<file path="src/hw/scr_regs.vh">
`ifndef SCR_REGS_VH
`define SCR_REGS_VH

// ****************************************************************
// Register map on the three-bit host address.
// ****************************************************************
`define SCR_ADDR_OUTGOING 3'h2
`define SCR_ADDR_INCOMING 3'h3
`define SCR_ADDR_STATE 3'h4
`define SCR_ADDR_CARD_RST 3'h5

// ****************************************************************
// Field positions and reset values.
// ****************************************************************
`define SCR_DONE_BIT 0
`define SCR_CARD_RST_BIT 0
`define SCR_OUTGOING_RESET 8'h00
`define SCR_INCOMING_RESET 8'h00
`define SCR_STATE_RESET 8'h00
`define SCR_CARD_RST_RESET 1'b0
`define SCR_UNMAPPED_READ 8'h00

// ****************************************************************
// Timing: system clock, card clock and character framing.
// ****************************************************************
`define SCR_CLK_PERIOD_NS 10
`define SCR_CARD_PERIOD_NS 1000
`define SCR_CARD_HALF_CYC (`SCR_CARD_PERIOD_NS / (2 * `SCR_CLK_PERIOD_NS))
`define SCR_ETU_CARD_CLKS 372
`define SCR_CHAR_BITS 11
`define SCR_FRAME_DRIVEN_BITS 10
`define SCR_FIFO_DEPTH 8
`define SCR_FIFO_AW 3

`endif

</file>
<file path="src/hw/scr_core.v">
`timescale 1ns/10ps
`default_nettype none
`include "scr_regs.vh"

module scr_core #(
	parameter integer HALF_CYC = `SCR_CARD_HALF_CYC,
	parameter integer ETU_CLKS = `SCR_ETU_CARD_CLKS,
	parameter integer FIFO_DEPTH = `SCR_FIFO_DEPTH,
	parameter integer FIFO_AW = `SCR_FIFO_AW
) (
	input wire clk,
	input wire system_reset_low,
	input wire [2:0] addr,
	input wire [7:0] data_in,
	output wire [7:0] data_out,
	input wire wr,
	input wire rd,
	input wire cs,
	output wire host_wr_ready,
	output wire card_rst,
	output wire card_clk,
	input wire card_io_in,
	output wire card_io_out,
	output wire card_io_oe
);

	// ****************************************************************
	// Constants and state codes.
	// ****************************************************************
	localparam [2:0] ST_IDLE = 3'b001;
	localparam [2:0] ST_TX = 3'b010;
	localparam [2:0] ST_RX = 3'b100;

	localparam integer HALF_LAST_I = HALF_CYC - 1;
	localparam integer ETU_LAST_I = ETU_CLKS - 1;
	localparam integer ETU_MID_I = ETU_CLKS / 2;
	localparam integer CHAR_LAST_I = `SCR_CHAR_BITS - 1;
	localparam integer DRIVEN_I = `SCR_FRAME_DRIVEN_BITS;
	localparam [15:0] HALF_LAST = HALF_LAST_I[15:0];
	localparam [9:0] ETU_LAST = ETU_LAST_I[9:0];
	localparam [9:0] ETU_MID = ETU_MID_I[9:0];
	localparam [3:0] CHAR_LAST = CHAR_LAST_I[3:0];
	localparam [3:0] DRIVEN_BITS = DRIVEN_I[3:0];

	// ****************************************************************
	// Resets and host strobes.
	// ****************************************************************
	wire hard_rst;
	wire soft_rst;
	wire wr_outgoing;
	wire wr_card_rst;
	wire rd_incoming;
	wire host_rd;

	assign hard_rst = ~system_reset_low;
	assign wr_outgoing = cs & wr & (addr == `SCR_ADDR_OUTGOING);
	assign wr_card_rst = cs & wr & (addr == `SCR_ADDR_CARD_RST);
	assign rd_incoming = cs & rd & (addr == `SCR_ADDR_INCOMING);
	assign host_rd = cs & rd;
	// A card reset write also restarts the card clock and the transfer logic.
	assign soft_rst = hard_rst | wr_card_rst;

	// ****************************************************************
	// Registers and state.
	// ****************************************************************
	reg card_rst_q;
	reg [7:0] incoming_q;
	reg done_q;
	reg [7:0] data_out_q;
	reg [15:0] div_cnt_q;
	reg card_clk_q;
	reg io_s1_q;
	reg io_s2_q;
	reg [2:0] state_q;
	reg [9:0] etu_q;
	reg [3:0] bit_q;
	reg [9:0] tx_frame_q;
	reg [7:0] rx_shift_q;
	reg done_set;

	wire card_tick;
	wire etu_end;
	wire char_end;
	wire mid_sample;
	wire fifo_out_valid;
	wire fifo_out_ready;
	wire [7:0] fifo_out_data;

	// ****************************************************************
	// Card reset control.
	// ****************************************************************
	always @(posedge clk) begin
		if (hard_rst) begin
			card_rst_q <= `SCR_CARD_RST_RESET;
		end else if (wr_card_rst) begin
			card_rst_q <= data_in[`SCR_CARD_RST_BIT];
		end
	end

	assign card_rst = card_rst_q;

	// ****************************************************************
	// Card clock divider.
	// ****************************************************************
	always @(posedge clk) begin
		if (soft_rst) begin
			div_cnt_q <= 16'h0000;
			card_clk_q <= 1'b0;
		end else if (div_cnt_q == HALF_LAST) begin
			div_cnt_q <= 16'h0000;
			card_clk_q <= ~card_clk_q;
		end else begin
			div_cnt_q <= div_cnt_q + 16'h0001;
		end
	end

	// One pulse per card clock period, on the rising card edge.
	assign card_tick = (div_cnt_q == HALF_LAST) & ~card_clk_q;
	assign card_clk = card_clk_q;

	// ****************************************************************
	// Card data input synchroniser.
	// ****************************************************************
	always @(posedge clk) begin
		if (hard_rst) begin
			io_s1_q <= 1'b1;
			io_s2_q <= 1'b1;
		end else begin
			io_s1_q <= card_io_in;
			io_s2_q <= io_s1_q;
		end
	end

	// ****************************************************************
	// Outgoing byte queue.
	// ****************************************************************
	scr_fifo #(
		.WIDTH(8),
		.DEPTH(FIFO_DEPTH),
		.AW(FIFO_AW)
	) u_tx_fifo (
		.clk(clk),
		.rst(soft_rst),
		.in_valid(wr_outgoing),
		.in_ready(host_wr_ready),
		.in_data(data_in),
		.out_valid(fifo_out_valid),
		.out_ready(fifo_out_ready),
		.out_data(fifo_out_data)
	);

	// The queue drains only between characters, so a busy line stalls it.
	// A character starts on a card clock tick, so its start bit lasts a full bit period.
	assign fifo_out_ready = (state_q == ST_IDLE) & card_tick;

	// ****************************************************************
	// Bit timing.
	// ****************************************************************
	assign etu_end = card_tick & (etu_q == ETU_LAST);
	assign char_end = etu_end & (bit_q == CHAR_LAST);
	assign mid_sample = card_tick & (etu_q == ETU_MID);

	// ****************************************************************
	// Character sequencer.
	// ****************************************************************
	always @(posedge clk) begin
		if (soft_rst) begin
			state_q <= ST_IDLE;
			etu_q <= 10'h000;
			bit_q <= 4'h0;
			tx_frame_q <= 10'h3FF;
			rx_shift_q <= 8'h00;
			done_set <= 1'b0;
		end else begin
			done_set <= 1'b0;
			case (state_q)
				ST_IDLE: begin
					etu_q <= 10'h000;
					bit_q <= 4'h0;
					if (fifo_out_valid) begin
						if (card_tick) begin
							// Start bit low, data LSB first, even parity on top.
							tx_frame_q <= {^fifo_out_data, fifo_out_data, 1'b0};
							state_q <= ST_TX;
						end
					end else if (!io_s2_q) begin
						state_q <= ST_RX;
					end
				end
				ST_TX: begin
					if (card_tick) begin
						etu_q <= etu_end ? 10'h000 : etu_q + 10'h001;
					end
					if (etu_end) begin
						bit_q <= bit_q + 4'h1;
					end
					if (char_end) begin
						done_set <= 1'b1;
						state_q <= ST_IDLE;
					end
				end
				ST_RX: begin
					if (card_tick) begin
						etu_q <= etu_end ? 10'h000 : etu_q + 10'h001;
					end
					if (etu_end) begin
						bit_q <= bit_q + 4'h1;
					end
					if (mid_sample) begin
						if (bit_q == 4'h0 && io_s2_q) begin
							// A glitch, not a start bit: go back to waiting.
							state_q <= ST_IDLE;
						end else if (bit_q >= 4'h1 && bit_q <= 4'h8) begin
							rx_shift_q <= {io_s2_q, rx_shift_q[7:1]};
						end
					end
					if (char_end) begin
						done_set <= 1'b1;
						state_q <= ST_IDLE;
					end
				end
				default: begin
					state_q <= ST_IDLE;
				end
			endcase
		end
	end

	// ****************************************************************
	// Receive register.
	// ****************************************************************
	always @(posedge clk) begin
		if (hard_rst) begin
			incoming_q <= `SCR_INCOMING_RESET;
		end else if (done_set && state_q == ST_IDLE) begin
			incoming_q <= incoming_q;
		end else if (char_end && state_q == ST_RX) begin
			incoming_q <= rx_shift_q;
		end
	end

	// ****************************************************************
	// Transfer done flag.
	// ****************************************************************
	always @(posedge clk) begin
		if (hard_rst) begin
			done_q <= 1'b0;
		end else if (done_set) begin
			// A completion in the same cycle as a clear keeps the flag set.
			done_q <= 1'b1;
		end else if (wr_outgoing || rd_incoming || wr_card_rst) begin
			done_q <= 1'b0;
		end
	end

	// ****************************************************************
	// Card data line drive.
	// ****************************************************************
	// The line is driven for start, data and parity, and released for guard time.
	assign card_io_oe = (state_q == ST_TX) && (bit_q < DRIVEN_BITS);
	assign card_io_out = card_io_oe ? tx_frame_q[bit_q] : 1'b1;

	// ****************************************************************
	// Host read data.
	// ****************************************************************
	always @(posedge clk) begin
		if (hard_rst) begin
			data_out_q <= `SCR_UNMAPPED_READ;
		end else if (host_rd) begin
			case (addr)
				`SCR_ADDR_INCOMING: begin
					data_out_q <= incoming_q;
				end
				`SCR_ADDR_STATE: begin
					data_out_q <= {7'h00, done_q};
				end
				default: begin
					data_out_q <= `SCR_UNMAPPED_READ;
				end
			endcase
		end
	end

	assign data_out = data_out_q;

	// Received parity is not checked.

endmodule // scr_core

`default_nettype wire

</file>
<file path="src/hw/scr_fifo.v">
`timescale 1ns/10ps
`default_nettype none

// ****************************************************************
// Small synchronous FIFO with valid and ready on both sides.
// ****************************************************************
module scr_fifo #(
	parameter integer WIDTH = 8,
	parameter integer DEPTH = 8,
	parameter integer AW = 3
) (
	input wire clk,
	input wire rst,
	input wire in_valid,
	output wire in_ready,
	input wire [WIDTH-1:0] in_data,
	output wire out_valid,
	input wire out_ready,
	output wire [WIDTH-1:0] out_data
);

	localparam integer LAST_I = DEPTH - 1;
	localparam [AW:0] FULL_CNT = DEPTH[AW:0];
	localparam [AW-1:0] LAST_PTR = LAST_I[AW-1:0];

	reg [WIDTH-1:0] mem_q [0:DEPTH-1];
	reg [AW-1:0] wr_ptr_q;
	reg [AW-1:0] rd_ptr_q;
	reg [AW:0] count_q;
	wire push;
	wire pop;

	assign in_ready = (count_q != FULL_CNT);
	assign out_valid = (count_q != {(AW+1){1'b0}});
	assign out_data = mem_q[rd_ptr_q];
	assign push = in_valid & in_ready;
	assign pop = out_valid & out_ready;

	always @(posedge clk) begin
		if (push) begin
			mem_q[wr_ptr_q] <= in_data;
		end
	end

	always @(posedge clk) begin
		if (rst) begin
			wr_ptr_q <= {AW{1'b0}};
			rd_ptr_q <= {AW{1'b0}};
			count_q <= {(AW+1){1'b0}};
		end else begin
			if (push) begin
				wr_ptr_q <= (wr_ptr_q == LAST_PTR) ? {AW{1'b0}} : wr_ptr_q + 1'b1;
			end
			if (pop) begin
				rd_ptr_q <= (rd_ptr_q == LAST_PTR) ? {AW{1'b0}} : rd_ptr_q + 1'b1;
			end
			if (push && !pop) begin
				count_q <= count_q + 1'b1;
			end else if (pop && !push) begin
				count_q <= count_q - 1'b1;
			end
		end
	end

endmodule // scr_fifo

`default_nettype wire

</file>
<file path="config.mk">
export PLATFORM = sky130hd
export DESIGN_NAME = scr_core
export DESIGN_NICKNAME = d
export VERILOG_FILES = /design/src/hw/scr_core.v /design/src/hw/scr_fifo.v
export VERILOG_INCLUDE_DIRS = /design/src /design/src/hw
export SDC_FILE = /design/constraint.sdc
export NUM_CORES = 1
export LEC_CHECK = 0
export BUFFER_PORTS_ARGS = -buffer_cell sky130_fd_sc_hd__buf_4
export CORE_MARGIN = 4
export CORE_UTILIZATION = 61
export DETAILED_ROUTE_END_ITERATION = 10
export GPL_TIMING_DRIVEN = 0
export PLACE_DENSITY = 0.83
export SLEW_MARGIN = 25
export SYNTH_ARGS = -nofsm -noshare
export SYNTH_HDL_FRONTEND = slang
export SYNTH_SLANG_ARGS = --single-unit
</file>
<file path="constraint.sdc">
create_clock -name clk -period 3.1 [get_ports clk]
set_clock_uncertainty 0.1 [all_clocks]
set_input_delay 0.155 -clock clk [delete_from_list [all_inputs] [get_ports clk]]
set_output_delay 0.155 -clock clk [all_outputs]
set_load 0.01 [all_outputs]
</file>
== Word-level counts from Yosys, hierarchy flattened ==
Memories as Yosys holds them, arrays and structs flattened. A register that Yosys moved wholly into a read port is not among the register bits.
Cells that the tools add are included.
Cells by class
  add/sub/neg operators: 7
  magnitude comparators: 4
  equal/unequal tests: 21
  multiplexer cells: 28
  bitwise operators: 18
  reduce and logical (&&, ||, !) cells: 26
Operators with widths (number)
  $mux 3: 11
  $mux 10: 2
  $pmux 10 s2: 1
  $add 16x1->16 const B: 1
  $eq 16x6->1 const B: 1
  $pmux 8 s2: 1
  $eq 3x3->1 const B: 5
  $and 1x1->1: 12
  $mux 4: 3
  $add 10x1->10 const B: 1
  $eq 10x8->1 const B: 1
  $eq 10x9->1 const B: 1
  $eq 3x2->1 const B: 3
  $ne 3x3->1 const B: 3
  $pmux 3 s3: 1
  $add 4x1->4 const B: 2
  $pmux 4 s2: 1
  $reduce_xor 8->1: 1
  $logic_and 1x1->1: 7
  $mux 1: 7
  $add 3x1->3 const B: 2
  $reduce_and 2->1: 3
  $reduce_bool 2->1: 3
  $reduce_or 2->1: 3
  21 further kinds: 28
Word-level totals
  register bits after elaboration: 83
  memory bits (writable): 64
  input port bits: 17
  memories kept: 1
Memory list
  u_tx_fifo.mem_q: words 8, width 8, rd ports 1, clocked after memory_dff 1, wr ports 1, line scr_fifo.v:26  | reg [WIDTH-1:0] mem_q [0:DEPTH-1];

== Depth between registers and ports, before layout ==
  depth after elaboration: 7
  depth in mapped cells: 14
  mapped depth without buffers: 14

== Hierarchy ==
Synthesis repeated with hierarchy kept, for this count alone.
Second synthesis, totals
  cell total of the unflattened synthesis: 525
  area total of the unflattened synthesis: 6448.7 um^2
Modules (own cells, without submodules)
  scr_core: instances 1, cells an instance 357, area an instance 3318.2 um^2, seq. area each 1461.4 um^2
  scr_fifo: instances 1, cells an instance 168, area an instance 3130.5 um^2, seq. area each 2182.1 um^2

== Least setup slack after synthesis ==
OpenSTA, ideal clock, no wires.
  kind: register -> register
  start: register div_cnt_q[0]
  end: register u_tx_fifo.count_q[3]
  arrival time: 2.638 ns
  data required time: 2.929 ns
  setup slack: 0.292 ns
  stages on the path, launching flop included: 14
  path buffers: 0
  period minus slack after synthesis: 2.808 ns
  cell sequence: dfxtp_1 > ha_1 > and4b_1 > nand4_1 > nor2_1 > nand3b_1 > ha_1 > inv_1 > ha_1 > a21o_1 > a21oi_1 > xnor2_1 > or3_1 > a21oi_1
Between the ends
  word-level cells in the longest chain between the ends: 7
  elaborated cells on any way between the ends: 9
  classes of those cells: eq/ne: 1; mux: 1; bitwise: 3; reduce/logical: 4
Ends and longest elaborated chain
  start: declaration: line scr_core.v:70  | reg [15:0] div_cnt_q;
  start signal: assignment: line scr_core.v:113  | div_cnt_q <= div_cnt_q + 16'h0001;
  $eq 16x6->1 *: line scr_core.v:118  | assign card_tick = (div_cnt_q == HALF_LAST) & ~card_clk_q;
  $and 1x1->1 *: line scr_core.v:118
  $and 1x1->1 *: line scr_core.v:154  | assign fifo_out_ready = (state_q == ST_IDLE) & card_tick;
  $and 1x1->1 *: line scr_fifo.v:37  | assign pop = out_valid & out_ready;
  $logic_not 1->1: line scr_fifo.v:57  | if (push && !pop) begin
  $logic_and 1x1->1: line scr_fifo.v:57
  $mux 4 or $reduce_bool 2->1 (tied branches)
  end signal: assignment: line scr_fifo.v:49  | count_q <= {(AW+1){1'b0}};
  end signal: assignment: line scr_fifo.v:58  | count_q <= count_q + 1'b1;
  end signal: assignment: line scr_fifo.v:60  | count_q <= count_q - 1'b1;
  end: declaration: line scr_fifo.v:29  | reg [AW:0] count_q;
Mark *: on every way between the ends. The rest lies on a longest branch, timed or not.
A chain may end at the register's enable or synchronous reset.

== Worst setup path in the final report ==
  start: register div_cnt_q[1]
  end: register u_tx_fifo.count_q[3]
The elaborated chain is that of the path after synthesis.

==> results.json <==
{
  "synth_nets": 567,
  "coreArea_sq_mm": 0.0103,
  "drtIter0Drc": 252,
  "fmax_mhz": 342,
  "ys_top_cells_by_area": "edfxtp_1 30%, dfxtp_1 27%, mux4_2 5.6%",
  "die_x_microns": 111,
  "rsz0062_at_grt": "false",
  "routed_via_density": 5.71,
  "ys_top_cells_by_count": "86 x dfxtp_1, 64 x edfxtp_1, 62 x nor2_1, 35 x nand2_1, 21 x nand3_1",
  "yosys_warnings": 0,
  "pin_count": 30,
  "crit_path_end_kind": "flip-flop",
  "slowest_delay_ns": 0.34,
  "syn_avg_cell_area_sq_um": 12.1,
  "gp_congestion": 0.857,
  "worstSkewPairLatency_ns": 0.52,
  "cts_sinks": 150,
  "antenna_found_initial": 0,
  "yosysSeqAreaShare_pct": 56.4,
  "hold_viol": 0,
  "synth_top_area_share_pct": 29.8,
  "grt_overflow": 0,
  "syn2layout_area_growth_pct": 17.0,
  "synthMostInstantiatedCell": "dfxtp_1",
  "fin_nets": 628,
  "cp_max_fo": 4,
  "path_cells": "inv_1 > ha_1 > and4b_1 > nand4_1 > nor2_4 > nand3b_1 > ha_1 > inv_2 > ha_1 > a21o_1 > a21oi_1 > xnor2_1 > or3_1 > a21oi_1",
  "dieArea_sq_mm": 0.0123,
  "cts_buffers": 17,
  "yosys.area.top_type": "edfxtp_1",
  "clk_pin_slew_ns": 0.06,
  "grt_pass1_vias": 4352,
  "start_util_pct": 62.6,
  "critical_path_class": "reg2reg",
  "post-route-min-period_ns": 2.92,
  "grt_max_degree": 17,
  "critical_path_arrival_ns": 3.27,
  "setup_tns_ns": 0,
  "netlist_instances": 534,
  "placement_rows": 37,
  "cpMostUsedCell": "ha_1",
  "synth_edf_count": 64,
  "cts_tree": "built",
  "diodes": 0,
  "ys_ff_latch": 150,
  "startpoint_type": "flip-flop",
  "drive_above_1_share_pct": 18.1,
  "dp_hpwl_microns": 8270,
  "drc": 0,
  "grt_pass1_wl_microns": 20900,
  "timing.final.crit_share_pct": 94.2,
  "synth_cell_type_count": 53,
  "hold_class": "in2reg",
  "wl_per_cell_microns": 16.8,
  "grt_util_all_layers_pct": 21.2,
  "drv_slew": 0,
  "setup_viol_count_final": 0,
  "port_buffers": 29,
  "htree_levels": 4,
  "status": "complete, no violations",
  "synthFlopType": "dfxtp_1",
  "async_reset_ff_share_pct": 0,
  "fin_area_sq_mm": 0.00756,
  "p_per_area_mw_per_mm2": 548,
  "wirelength_microns": 12500,
  "n_fill_cell": 671,
  "finalPower_mw": 4.14,
  "vias": 4249,
  "ir_drop_mv": 0.431,
  "cts_root_buffer": "clkbuf_8",
  "die_h_microns": 111,
  "crit_required_ns": 3.45,
  "postRouteAntennaNets": 0,
  "dpl_cell_area_sq_mm": 0.00686,
  "slowest_stage": "dfxtp_1",
  "leakage_nw": 2.73,
  "first_pass_iters": 5,
  "worst_pin_slew_ns": 0.888,
  "cts_max_path_buffers": 2,
  "slew-limit-headroom_pct": 40.6,
  "synth_area_sq_mm": 0.00646,
  "maxCapViolCount": 0
}
## sequential cells by signal, indices dropped and copies added, names as in the netlist, named ones only
name                cells
done_q                  1
div_cnt_q              16
done_set                1
rx_shift_q              8
data_out                8
io_s2_q                 1
u_tx_fifo.count_q       4
u_tx_fifo.rd_ptr_q      3
bit_q                   4
incoming_q              8
io_s1_q                 1
tx_frame_q             10
state_q                 3
u_tx_fifo.wr_ptr_q      3
u_tx_fifo.mem_q        64
card_clk                1
card_rst                1
etu_q                  10
## per-stage QoR
stage          hold WS [ns]  cells  worst slack, ns  utilization, %
6_report             0.0280    744            0.179            73.2
5_1_grt              0.0470    744           0.0204            73.2
4_1_cts             0.00259    741           0.0892            72.9
3_5_place_dp          0.252    699           -0.144            66.4
3_3_place_gp          0.253    699          -0.0496            66.3
2_1_floorplan         0.154    534            0.292               -
## power breakdown
group | internal [mW] | switching, mW | leakage, nW | total [mW]
registers | 2.07 | 0.00950 | 1.27 | 2.08
clock network | 1.16 | 0.791 | 0.262 | 1.95
logic | 0.0540 | 0.0654 | 1.19 | 0.119
## cells by family after synthesis
kind of cell             share of synthesized area [%]
AO/OA/AOI/OAI                                     4.55
XOR/XNOR                                          5.09
adder cells (fa/ha/maj)                           3.22
buffers and inverters                             2.36
flip-flops                                        56.4
multiplexers                                      11.3
AND/OR/NAND/NOR                                   17.1
## metal layers
| metal | part of all wire (%) | vias up | GRT usage, % |
|---|---|---|---|
| li1 | - | 2058 | - |
| met2 | 53 | 88 | 37.1 |
| met3 | 3.2 | 16 | 4.64 |
| met5 | 0 | - | 0 |
| met1 | 43 | 2087 | 25.9 |
| met4 | 1.4 | 0 | 7.14 |
## cell type report
| cell class | instances | area, sq um | area share (%) |
|---|---|---|---|
| multi-input cells | 352 | 2690 | 35.5 |
| clock buffers | 21 | 472 | 6.24 |
| flip-flops and latches | 150 | 3640 | 48.2 |
| repair buffers | 42 | 338 | 4.47 |
| plain buffers | 24 | 123 | 1.62 |
| clock inverters | 11 | 95.1 | 1.26 |
| well taps | 136 | 170 | 2.25 |
| inverters | 8 | 30.0 | 0.397 |
## final timing paths
path	from	end	slack, ns	cells past startpoint
worst max-delay path	div_cnt_q[1]	u_tx_fifo.count_q[3]	0.18	14
worst min-delay path	system_reset_low	io_s2_q	0.03	3
worst max register to register	div_cnt_q[1]	u_tx_fifo.count_q[3]	0.18	14
worst min register to register	io_s1_q	io_s2_q	0.31	1
## repair_timing
action                                  CTS  global route
pin swaps                                 0             1
resized for setup                         2             3
endpoints found under the setup margin    1             1
gates cloned                              0             0
hold endpoints to repair                 66             0
hold buffers                              9             0
setup buffers                             1             3
## worst max-delay path: cells and delay by family (launching register included)
family                     cells  cell delay, ns
AOI/OAI and AO/OA              3            0.49
buffers and inverters          2            0.16
and+or+nand+nor                5            1.01
adders and majority gates      3            0.65
xor gates and xnor gates       1            0.09
DFF                            1            0.34
## layout by cell type, fill, tap and decap left out, types with 4 or more instances in the layout
master / synthesis / layout
inv_1: 8 / 7
dlygate4sd3_1: 0 / 9
a22oi_1: 8 / 8
dfxtp_1: 86 / 85
nor4bb_1: 6 / 6
nor2b_1: 20 / 20
clkbuf_16: 0 / 18
nand3_1: 21 / 21
mux4_2: 16 / 16
mux2_2: 7 / 7
and2_1: 4 / 4
xnor2_1: 14 / 14
nand2b_1: 7 / 7
o21ai_1: 4 / 4
nor4_1: 4 / 4
clkbuf_1: 15 / 17
o21ai_0: 4 / 4
edfxtp_1: 64 / 64
mux2i_1: 19 / 19
buf_4: 0 / 33
nand4_1: 11 / 11
nor2_1: 62 / 61
or3_1: 6 / 6
nand2_1: 35 / 35
and3_1: 4 / 4
a21oi_1: 14 / 14
buf_2: 7 / 7
ha_1: 15 / 15
clkinvlp_4: 0 / 5
xor2_1: 18 / 18
nor3_1: 12 / 10
(Power assumes the default switching activity.)
